$ cat config.mk
export PLATFORM = sky130hd
export DESIGN_NAME = status_output_function_selector
export DESIGN_NICKNAME = d
export VERILOG_FILES = /design/src/rtl/status_sel_pkg.sv /design/src/rtl/status_output_function_selector.sv /design/src/rtl/overspeed_timer.sv
export SDC_FILE = /design/constraint.sdc
export NUM_CORES = 1
export LEC_CHECK = 0
export BUFFER_PORTS_ARGS = -buffer_cell sky130_fd_sc_hd__buf_4
export CORE_AREA = 2 2 135 71
export DETAILED_ROUTE_END_ITERATION = 8
export DIE_AREA = 0 0 137 73
export GPL_TIMING_DRIVEN = 0
export PLACE_DENSITY = 0.82
export SYNTH_ARGS = -nofsm -noshare
export SYNTH_HDL_FRONTEND = slang
export SYNTH_SLANG_ARGS = --single-unit
$ cat constraint.sdc
create_clock -name sys_clk -period 2.5 [get_ports sys_clk]
set_clock_uncertainty 0.15 [all_clocks]
set_input_delay 0.125 -clock sys_clk [delete_from_list [all_inputs] [get_ports sys_clk]]
set_output_delay 0.125 -clock sys_clk [all_outputs]
set_load 0.02 [all_outputs]
$ cat src/rtl/status_sel_pkg.sv
// Package with function codes, widths and thresholds for the status output selector
package status_sel_pkg;

    localparam int CODE_W = 6;
    localparam int NUM_LOGIC = 4;
    localparam int NUM_RELAY = 2;
    localparam int NUM_OUT = 6;

    // Function codes handled by this block
    localparam logic [5:0] FN_ENCODER_FLT = 6'h12;
    localparam logic [5:0] FN_FAN_RUN = 6'h13;
    localparam logic [5:0] FN_FAN_ALARM = 6'h14;
    localparam logic [5:0] FN_FAULT = 6'h15;
    localparam logic [5:0] FN_TRIP_CLEAR_OUT = 6'h16;
    localparam logic [5:0] FN_FLUX_CONFIRM = 6'h17;
    localparam logic [5:0] FN_FUSE_FAULT = 6'h18;
    localparam logic [5:0] FN_GROUND_FAULT = 6'h19;
    localparam logic [5:0] FN_LOW_GAIN = 6'h1a;
    localparam logic [5:0] FN_MOTOR_TRQ_LIM = 6'h1b;
    localparam logic [5:0] FN_MTR_OVERLOAD = 6'h1c;
    localparam logic [5:0] FN_NO_FUNCTION = 6'h1d;
    localparam logic [5:0] FN_NOT_ALARM = 6'h1e;
    localparam logic [5:0] FN_SLOWDOWN = 6'h1f;
    localparam logic [5:0] FN_OVER_CURR = 6'h20;
    localparam logic [5:0] FN_OVERSPEED = 6'h21;
    localparam logic [5:0] FN_OVERTEMP_FLT = 6'h22;
    localparam logic [5:0] FN_OVERVOLT = 6'h23;
    localparam logic [5:0] FN_OVERTEMP_ALARM = 6'h24;
    localparam logic [5:0] FN_PHASE_LOSS = 6'h25;

    // Measurement widths
    localparam int MEAS_W = 16;
    localparam int PCT_W = 8;

    // Thresholds (percent, degrees C, volts)
    localparam logic [7:0] FLUX_CONFIRM_PCT = 8'h4b;   // 75 %
    localparam logic [7:0] GROUND_PCT = 8'h32;         // 50 %
    localparam logic [15:0] OVER_CURR_PCT = 16'h012c;  // 300 %
    localparam logic [15:0] OVERTEMP_FLT_C = 16'h005a; // 90 C
    localparam logic [15:0] OVERTEMP_ALM_C = 16'h0050; // 80 C
    localparam logic [15:0] OVERVOLT_460_V = 16'h0352; // 850 V
    localparam logic [15:0] OVERVOLT_230_V = 16'h01a9; // 425 V

    // Trip clear source setting encoding
    localparam logic TRIP_CLEAR_AUTO = 1'b1;

    // Reset value of each output terminal
    localparam logic OUT_RESET = 1'b0;

    // Overspeed timer width
    localparam int OSPD_CNT_W = 24;

endpackage

$ cat src/rtl/status_output_function_selector.sv
// Status output function selector for four logic outputs and two relay coils
//
// Contract
// - Each of six outputs has own function code
// - Code 18: position feedback sensor failure
// - Code 19: cooling fan running
// - Code 20: cooling fan not working
// - Code 21: any trip declared
// - Code 22: self trip clear, automatic source only
// - Code 23: flux at least 75 percent
// - Code 24: DC bus fuse open
// - Code 25: phase current sum above 50 percent
// - Code 26: speed regulator in low gain
// - Code 27: torque limit while motoring
// - Code 28: motor overload curve exceeded
// - Code 29: always deasserted
// - Code 30: inverse of alarm
// - Code 31: normal terminal slowdown active
// - Code 32: phase current above 300 percent
// - Code 33: overspeed held for set duration
// - Code 34: heatsink above 90 C
// - Code 35: bus over 850 or 425 V
// - Code 36: heatsink above 80 C warning
// - Code 37: open motor phase detected
`timescale 1ns/1ps
module status_output_function_selector #(
    parameter int NUM_OUT = status_sel_pkg::NUM_OUT,
    parameter int MEAS_W = status_sel_pkg::MEAS_W,
    parameter int OSPD_CNT_W = status_sel_pkg::OSPD_CNT_W
) (
    input wire logic sys_clk,
    input wire logic nrst,
    // Function code per terminal: 0..3 logic outputs, 4..5 relay coils
    input wire logic [NUM_OUT*status_sel_pkg::CODE_W-1:0] func_sel,
    // Digital condition flags from the drive monitors
    input wire logic encoder_fault,
    input wire logic fan_running,
    input wire logic fan_failed,
    input wire logic trip_declared,
    input wire logic trip_clear_request,
    input wire logic trip_clear_source_setting,
    input wire logic fuse_open,
    input wire logic low_gain_active,
    input wire logic torque_limit_hit,
    input wire logic motoring_mode,
    input wire logic motor_overload,
    input wire logic alarm_present,
    input wire logic normal_terminal_slowdown,
    input wire logic phase_open,
    input wire logic class_460v,
    // Measurements, scaled to percent, degrees C and volts
    input wire logic [status_sel_pkg::PCT_W-1:0] flux_pct,
    input wire logic [status_sel_pkg::PCT_W-1:0] phase_sum_pct,
    input wire logic [MEAS_W-1:0] phase_curr_pct,
    input wire logic [MEAS_W-1:0] speed_pct,
    input wire logic [MEAS_W-1:0] overspeed_limit_pct,
    input wire logic [OSPD_CNT_W-1:0] overspeed_hold_cycles,
    input wire logic [MEAS_W-1:0] heatsink_temp_c,
    input wire logic [MEAS_W-1:0] bus_volts,
    output logic [status_sel_pkg::NUM_LOGIC-1:0] logic_out,
    output logic [status_sel_pkg::NUM_RELAY-1:0] relay_coil
);
    import status_sel_pkg::*;

    // ------------------------------------------------------------
    // Condition derivation
    // ------------------------------------------------------------
    logic cond_trip_clear;
    logic cond_flux_ok;
    logic cond_ground;
    logic cond_motor_trq;
    logic cond_over_curr;
    logic cond_overspeed;
    logic cond_overtemp_flt;
    logic cond_overtemp_alm;
    logic cond_overvolt;
    logic [MEAS_W-1:0] volt_limit;

    // A manual clear source masks any stray request from the monitors
    assign cond_trip_clear = trip_clear_request &&
        (trip_clear_source_setting == TRIP_CLEAR_AUTO);
    assign cond_flux_ok = (flux_pct >= FLUX_CONFIRM_PCT);
    assign cond_ground = (phase_sum_pct > GROUND_PCT);
    assign cond_motor_trq = torque_limit_hit && motoring_mode;
    assign cond_over_curr = (phase_curr_pct > MEAS_W'(OVER_CURR_PCT));
    assign cond_overtemp_flt = (heatsink_temp_c > MEAS_W'(OVERTEMP_FLT_C));
    assign cond_overtemp_alm = (heatsink_temp_c > MEAS_W'(OVERTEMP_ALM_C));
    assign volt_limit = class_460v ? MEAS_W'(OVERVOLT_460_V) : MEAS_W'(OVERVOLT_230_V);
    assign cond_overvolt = (bus_volts > volt_limit);

    // ------------------------------------------------------------
    // Overspeed persistence
    // ------------------------------------------------------------
    overspeed_timer #(
        .CNT_W(OSPD_CNT_W)
    ) u_overspeed (
        .sys_clk(sys_clk),
        .nrst(nrst),
        .above_limit(speed_pct > overspeed_limit_pct),
        .hold_cycles(overspeed_hold_cycles),
        .overspeed(cond_overspeed)
    );

    // ------------------------------------------------------------
    // Per-terminal selection
    // ------------------------------------------------------------
    logic [NUM_OUT-1:0] out_q;
    logic [NUM_OUT-1:0] out_d;

    genvar gi;
    generate
        for (gi = 0; gi < NUM_OUT; gi++) begin : g_out
            // Decoded in place so every condition is in the process sensitivity
            always_comb begin
                unique case (func_sel[gi*CODE_W +: CODE_W])
                    FN_ENCODER_FLT: out_d[gi] = encoder_fault;
                    FN_FAN_RUN: out_d[gi] = fan_running;
                    FN_FAN_ALARM: out_d[gi] = fan_failed;
                    FN_FAULT: out_d[gi] = trip_declared;
                    FN_TRIP_CLEAR_OUT: out_d[gi] = cond_trip_clear;
                    FN_FLUX_CONFIRM: out_d[gi] = cond_flux_ok;
                    FN_FUSE_FAULT: out_d[gi] = fuse_open;
                    FN_GROUND_FAULT: out_d[gi] = cond_ground;
                    FN_LOW_GAIN: out_d[gi] = low_gain_active;
                    FN_MOTOR_TRQ_LIM: out_d[gi] = cond_motor_trq;
                    FN_MTR_OVERLOAD: out_d[gi] = motor_overload;
                    FN_NO_FUNCTION: out_d[gi] = 1'b0;
                    FN_NOT_ALARM: out_d[gi] = !alarm_present;
                    FN_SLOWDOWN: out_d[gi] = normal_terminal_slowdown;
                    FN_OVER_CURR: out_d[gi] = cond_over_curr;
                    FN_OVERSPEED: out_d[gi] = cond_overspeed;
                    FN_OVERTEMP_FLT: out_d[gi] = cond_overtemp_flt;
                    FN_OVERVOLT: out_d[gi] = cond_overvolt;
                    FN_OVERTEMP_ALARM: out_d[gi] = cond_overtemp_alm;
                    FN_PHASE_LOSS: out_d[gi] = phase_open;
                    // Codes outside 18..37 belong to other selector stages; read as off here
                    default: out_d[gi] = 1'b0;
                endcase
            end
        end
    endgenerate

    always_ff @(posedge sys_clk or negedge nrst) begin
        if (!nrst) begin
            out_q <= {NUM_OUT{OUT_RESET}};
        end else begin
            out_q <= out_d;
        end
    end

    assign logic_out = out_q[NUM_LOGIC-1:0];
    assign relay_coil = out_q[NUM_OUT-1:NUM_LOGIC];

endmodule

$ cat src/rtl/overspeed_timer.sv
// Overspeed persistence timer: flags speed held above a limit for a set duration
`timescale 1ns/1ps
module overspeed_timer #(
    parameter int CNT_W = status_sel_pkg::OSPD_CNT_W
) (
    input wire logic sys_clk,
    input wire logic nrst,
    input wire logic above_limit,
    input wire logic [CNT_W-1:0] hold_cycles,
    output logic overspeed
);
    import status_sel_pkg::*;

    logic [CNT_W-1:0] cnt_q;
    logic [CNT_W-1:0] cnt_d;
    logic hit_q;
    logic hit_d;

    // ------------------------------------------------------------
    // Persistence count
    // ------------------------------------------------------------
    // Any dip below the limit restarts the wait, so short spikes never flag
    always_comb begin
        cnt_d = cnt_q;
        hit_d = 1'b0;
        if (!above_limit) begin
            cnt_d = '0;
        end else if (cnt_q >= hold_cycles) begin
            hit_d = 1'b1;
        end else begin
            cnt_d = cnt_q + 1'b1;
        end
    end

    always_ff @(posedge sys_clk or negedge nrst) begin
        if (!nrst) begin
            cnt_q <= '0;
            hit_q <= 1'b0;
        end else begin
            cnt_q <= cnt_d;
            hit_q <= hit_d;
        end
    end

    assign overspeed = hit_q;

endmodule

==> impl_metrics.json, run 1 <==
{
  "portBuffers": 162,
  "finalCriticalPeriod_ps": 2636,
  "max_freq_mhz": 379.3,
  "dp_hpwl_um": 12580,
  "first_iter_violations": 635,
  "syn2layout_area_growth_pct": 45.35,
  "synth.avg_cell_area_um2": 7.624,
  "layout-drive-gt1-share_pct": 33.64,
  "yosysSeqAreaShare_pct": 17.98,
  "required_ps": 2540,
  "violations": "setup timing",
  "synth_area_um2": 4315,
  "final_util_pct": 69.63,
  "first_global_vias": 5067,
  "ys_types": 70,
  "place_congestion": 0.9767,
  "r2r_end": "u_overspeed.cnt_q[9]",
  "worstHoldPathCells": 3,
  "start_kind": "flop",
  "setup_ws_ps": -136.3,
  "holdWs_ps": 10.23,
  "status": "complete, but fails checks",
  "synth_seq_cells": 31,
  "yosys_warnings": 0,
  "antenna_found_initial": 0,
  "tns_ps": -1634,
  "num_rows": 25,
  "clockRootBuffer": "clkbuf_16",
  "drc": 0,
  "fp.dieArea_um2": 10000,
  "r2r_slack_ps": -140,
  "grt_max_degree": 32,
  "worst-r2r-cell-count": 10,
  "timing.rr.start": "u_overspeed.cnt_q[7]",
  "io_pins": 179,
  "fin_nets": 973,
  "peakVddDrop_mv": 0.2546,
  "cts_tree": "done",
  "drt_wl_total_um": 16380,
  "antenna_cells": 0,
  "dr.pass1.iters": 6,
  "syn_nets": 788,
  "min_path_type": "in2reg",
  "via_per_inst": 6.289,
  "clk_latency_ps": 280,
  "syn_inst": 566,
  "postRouteAntennaNets": 0,
  "path_class": "reg2reg",
  "final_max_slew_viol_count": 0,
  "p_total_mw": 1.966,
  "die_w_um": 137,
  "routedWlPerCell_um": 18.76,
  "rsz0062_at_grt": "yes",
  "die_y_um": 73,
  "holdPathEnd": "out_q[3]",
  "max_cap_violations": 0,
  "synthFlopType": "dfrtp_1",
  "worst_pin_slew_ps": 949.8,
  "gr-usage-all-layers_pct": 30.50,
  "worstSetupEndpointType": "flop",
  "vias": 5490,
  "fin_crit_sh_pct": 105.5,
  "power.density_nw_per_um2": 313.4,
  "min_from": "func_sel[20]",
  "clockBufferDepth": 2,
  "cts_buffers": 5,
  "final-hold-violation-count": 0,
  "power.leakage_nw": 2.878,
  "setup_violations": 22,
  "grt_pass1_wl_um": 24180,
  "worstPathArrival_ps": 2680,
  "path_clk_slew_ps": 50,
  "start_util_pct": 47.90,
  "critPathMaxFanout": 8,
  "htreeDepth": 2,
  "synth_edf_count": 0,
  "async_reset_ff_share_pct": 100.0,
  "gr-total-overflow": 0,
  "clkSinkCount": 31,
  "coreArea_um2": 9009,
  "slew_headroom_pct": 36.14
}
[cells in the final DEF, fill, tap and decap left out, types with 4 or more instances in the layout]
master and instances:
nor3b_1 8, or4_1 7, nor3_1 6, mux2i_1 15, clkbuf_1 15, a31oi_1 5, o211ai_1 5, clkbuf_16 7
a21oi_1 40, dfrtp_1 25, buf_2 4, nand3b_1 11, inv_1 55, a211oi_1 5, o31ai_1 5, o22ai_1 6
buf_4 176, o21ai_0 33, a21oi_2 7, ha_1 39, o311ai_0 4, nand2_1 33, nor4_1 8, ha_4 10
and2_1 6, nand2b_1 8, nor2b_1 13, nor2_1 31, nand3_1 24, or3_1 18, nand4_1 13, dfrtp_2 6
and4b_1 4, and3_1 6
[synth_stat cells (all sizes together), types with 3 or more instances]
master,count,area [um2]
o21a,3,22.52
a32oi,3,26.28
a211oi,7,52.55
nand3,25,130.1
and2b,3,23.77
or4b,3,30.03
nor3,6,30.03
nor3b,8,60.06
o32ai,3,26.28
o211ai,6,50.05
a31oi,5,31.28
ha,49,613.1
or3,21,131.4
clkbuf,18,68.81
or4,8,60.06
nand2b,9,56.30
o22ai,6,37.54
mux2i,15,150.1
a311oi,4,41.29
o21ai,39,195.2
and3,6,37.54
a22oi,3,22.52
buf,9,61.30
o211a,3,30.03
and2,6,37.54
nand3b,11,82.58
dfrtp,31,775.7
a21oi,47,235.2
nor2b,13,81.33
nor2,32,120.1
inv,57,214.0
nand2,33,123.9
and4b,4,40.04
nor4,10,75.07
o31ai,6,45.04
o311ai,4,35.03
nand4,13,81.33
[metrics by stage]
stage	worst slack, ps	area (um2)	std cells
after CTS	-48.51	5924	861
after detailed placement	-315.8	5683	849
after global placement	-233.3	5683	849
final	-136.3	6272	873
after global routing	-217.4	6272	873
after floorplan	173.0	4315	566
[logic make-up after synthesis]
family | count (synthesis) | synth area share [%]
buffers and inverters | 84 | 7.973
AND/OR/NAND/NOR | 219 | 29.40
multiplexers | 19 | 5.045
flip-flops | 31 | 17.98
AO/OA/AOI/OAI | 163 | 25.20
XOR/XNOR | 1 | 0.2030
adder cells (fa/ha/maj) | 49 | 14.21
[worst max path at each step]
stage,depth (start not counted),slack [ps],startpoint,to
after floorplan,9,170,u_overspeed.cnt_q[0],u_overspeed.cnt_q[11]
after global placement,8,-230,class_460v,out_q[5]
after detailed placement,8,-320,class_460v,out_q[5]
after CTS,9,-50,u_overspeed.cnt_q[19],u_overspeed.cnt_q[20]
after global routing,10,-220,u_overspeed.cnt_q[7],u_overspeed.cnt_q[9]
final,10,-140,u_overspeed.cnt_q[7],u_overspeed.cnt_q[9]
[routing by layer]
layer | track usage [%] | vias up | part of all wire [%]
li1 | - | 2500 | -
met1 | 42.58 | 2594 | 42
met2 | 48.54 | 352 | 45
met3 | 6.875 | 44 | 11
met4 | 6.300 | 0 | 2.0
met5 | 0 | - | 0
[sequential cells by signal, indices dropped and copies added (netlist names)]
name	cells
u_overspeed.overspeed	1
out_q	6
u_overspeed.cnt_q	24
[layout make-up]
class / count / area [um2]
Multi-Input combinational cell: 451 / 3430
Fill cell: 700 / 2736
Timing Repair Buffer: 178 / 1374
Sequential cell: 31 / 783.3
Inverter: 57 / 214.0
Tap cell: 121 / 151.4
Buffer: 27 / 146.4
Clock buffer: 6 / 138.9
Clock inverter: 2 / 35.03
[what timing repair did]
action | in CTS | in global routing
resized for setup | 7 | 47
endpoints found under the hold margin | 31 | 0
pin swaps | 4 | 19
gates cloned | 0 | 2
setup buffers | 3 | 11
hold buffers | 1 | 0
setup endpoints to repair | 26 | 25
[worst max-delay path: stages, from the launching register on]
cell      delay, ps
dfrtp_1         440
ha_1            340
a21oi_1         220
o21ai_0         180
nand3_1         180
o211ai_2        120
buf_6           160
buf_8           130
buf_4           140
or3_1           330
a21oi_1         150
[where the power goes]
group / total, mW / internal, mW / switching, mW
Sequential: 0.532 / 0.518 / 0.0137
Combinational: 0.709 / 0.354 / 0.355
Clock: 0.725 / 0.495 / 0.230
No activity file was read; power rests on OpenSTA's default activity.
==> run 2: changes to the inputs <==
Settings changed: RECOVER_POWER set to 25, SLEW_MARGIN set to 40.
==> run 2 against run 1 <==
  * The flow still finishes with violations (setup timing)
  * Total power is 0.92% lower
  * Critical path depth unchanged
  * Wire length grew 0.54%
  * Fmax grew 2.0%
  * Largest cell class unchanged
  * Largest power group unchanged
  * Highest routed layer unchanged
==> impl_metrics.json, run 2 (synthesis results as in run 1) <==
{
  "fin_nets": 974,
  "finalCriticalPeriod_ps": 2584,
  "setup_violations": 12,
  "dp_hpwl_um": 12490,
  "min_from": "func_sel[23]",
  "max_cap_violations": 0,
  "min_path_type": "in2reg",
  "worst-r2r-cell-count": 10,
  "rsz0062_at_grt": "yes",
  "clkSinkCount": 31,
  "worst_pin_slew_ps": 853.1,
  "fill_cells": 717,
  "postPlaceCellArea_um2": 5688,
  "max_freq_mhz": 387.0,
  "clk_latency_ps": 290,
  "final-hold-violation-count": 0,
  "first_iter_violations": 699,
  "antenna_found_initial": 0,
  "antenna_cells": 0,
  "stdcell_area_um2": 6236,
  "grt_max_degree": 32,
  "largest_reg_flops": 24,
  "layout-drive-gt1-share_pct": 32.40,
  "clockRootBuffer": "clkbuf_16",
  "multi_input_comb_area_um2": 3393,
  "coreArea_um2": 9009,
  "htreeDepth": 2,
  "power.leakage_nw": 2.867,
  "io_pins": 179,
  "violations": "setup timing",
  "die_y_um": 73,
  "layout_commonest_cell": "buf_4",
  "routedWlPerCell_um": 18.84,
  "regArea_um2": 780.7,
  "place_congestion": 0.9767,
  "clockBufferDepth": 2,
  "postRouteAntennaNets": 0,
  "setup_ws_ps": -83.86,
  "die_w_um": 137,
  "fp.dieArea_um2": 10000,
  "required_ps": 2560,
  "holdWs_ps": 59.69,
  "worstPathArrival_ps": 2640,
  "portBuffers": 162,
  "fin_crit_sh_pct": 103.4,
  "via_per_inst": 6.310,
  "power.density_nw_per_um2": 312.4,
  "grt_pass1_wl_um": 24270,
  "status": "complete, but fails checks",
  "worstHoldPathCells": 4,
  "final_max_slew_viol_count": 0,
  "cts_buffers": 5,
  "drt_wl_total_um": 16470,
  "timing.rr.start": "u_overspeed.cnt_q[23]",
  "slew_headroom_pct": 42.41,
  "syn2layout_area_growth_pct": 44.51,
  "peakVddDrop_mv": 0.2042,
  "drc": 0,
  "num_rows": 25,
  "vias": 5515,
  "critPathMaxFanout": 8,
  "path_clk_slew_ps": 60,
  "worstSetupEndpointType": "flop",
  "layout_common_cells": "buf_4, inv_1, a21oi_1, ha_1, o21ai_0",
  "top_register": "u_overspeed.cnt_q",
  "start_util_pct": 47.90,
  "p_total_mw": 1.948,
  "dr.pass1.iters": 5,
  "r2r_slack_ps": -80,
  "first_global_vias": 5063,
  "holdPathEnd": "out_q[3]",
  "cts_tree": "done",
  "gr-usage-all-layers_pct": 30.76,
  "start_kind": "flop",
  "path_class": "reg2reg",
  "gr-total-overflow": 0,
  "r2r_end": "u_overspeed.cnt_q[11]"
}
[run 2: worst max-delay path by stage]
stage | slack (ps) | start | endpoint | cells past startpoint
6_report | -80 | u_overspeed.cnt_q[23] | u_overspeed.cnt_q[11] | 10
5_1_grt | -190 | u_overspeed.cnt_q[23] | u_overspeed.cnt_q[1] | 10
4_1_cts | 2 | u_overspeed.cnt_q[0] | u_overspeed.cnt_q[6] | 10
3_5_place_dp | -320 | class_460v | out_q[5] | 8
3_3_place_gp | -230 | class_460v | out_q[5] | 8
2_1_floorplan | 170 | u_overspeed.cnt_q[0] | u_overspeed.cnt_q[11] | 9
[run 2: report_power, final]
part,switching [mW],total [mW],internal [mW],leakage (nW)
Combinational,0.350,0.694,0.344,2.36
Sequential,0.0132,0.531,0.518,0.420
Clock,0.228,0.723,0.495,0.0868
Total,0.591,1.95,1.36,2.87
[run 2: worst max-delay path: stages (launching register included)]
cell and delay [ps]:
dfrtp_2 440, ha_4 230, nand4_1 140, buf_4 130, nor2_1 50, a22oi_1 250, o211ai_2 170, buf_6 170
buf_4 140, or4_4 510, a21oi_2 130
[run 2: repair_timing]
item                       4_1_cts  5_1_grt
setup endpoints to repair       26       23
pin swaps                        6       20
cloned                           0        1
gates resized for setup         14       28
hold endpoints to repair        32        0
buffers inserted                 8        6
hold buffers                     2        0
[run 2: area by class of cell]
| cell class | count | area share (%) |
|---|---|---|
| Buffer | 27 | 2.348 |
| Clock buffer | 6 | 2.227 |
| Clock inverter | 2 | 0.5618 |
| Inverter | 57 | 3.431 |
| Multi-Input combinational cell | 451 | 54.41 |
| Sequential cell | 31 | 12.52 |
| Tap cell | 121 | 2.428 |
| Timing Repair Buffer | 179 | 22.07 |
[run 2: per-stage QoR]
step / TNS [ps] / std cells / utilization (%) / setup slack, ps
after floorplan: 0 / 566 / - / 173.0
after global placement: -2166 / 849 / 63.08 / -233.3
after detailed placement: -4238 / 849 / 63.14 / -319.0
after CTS: 0 / 867 / 66.60 / 1.604
after global routing: -2698 / 874 / 69.22 / -191.9
final: -345.5 / 874 / 69.22 / -83.86
[run 2: per-layer routing]
layer / up-vias / part of all wire (%) / GRT usage [%]
li1: 2505 / - / -
met1: 2582 / 42 / 42.83
met4: 0 / 2.8 / 6.300
met5: - / 0 / 0
met3: 54 / 11 / 6.319
met2: 374 / 44 / 49.64
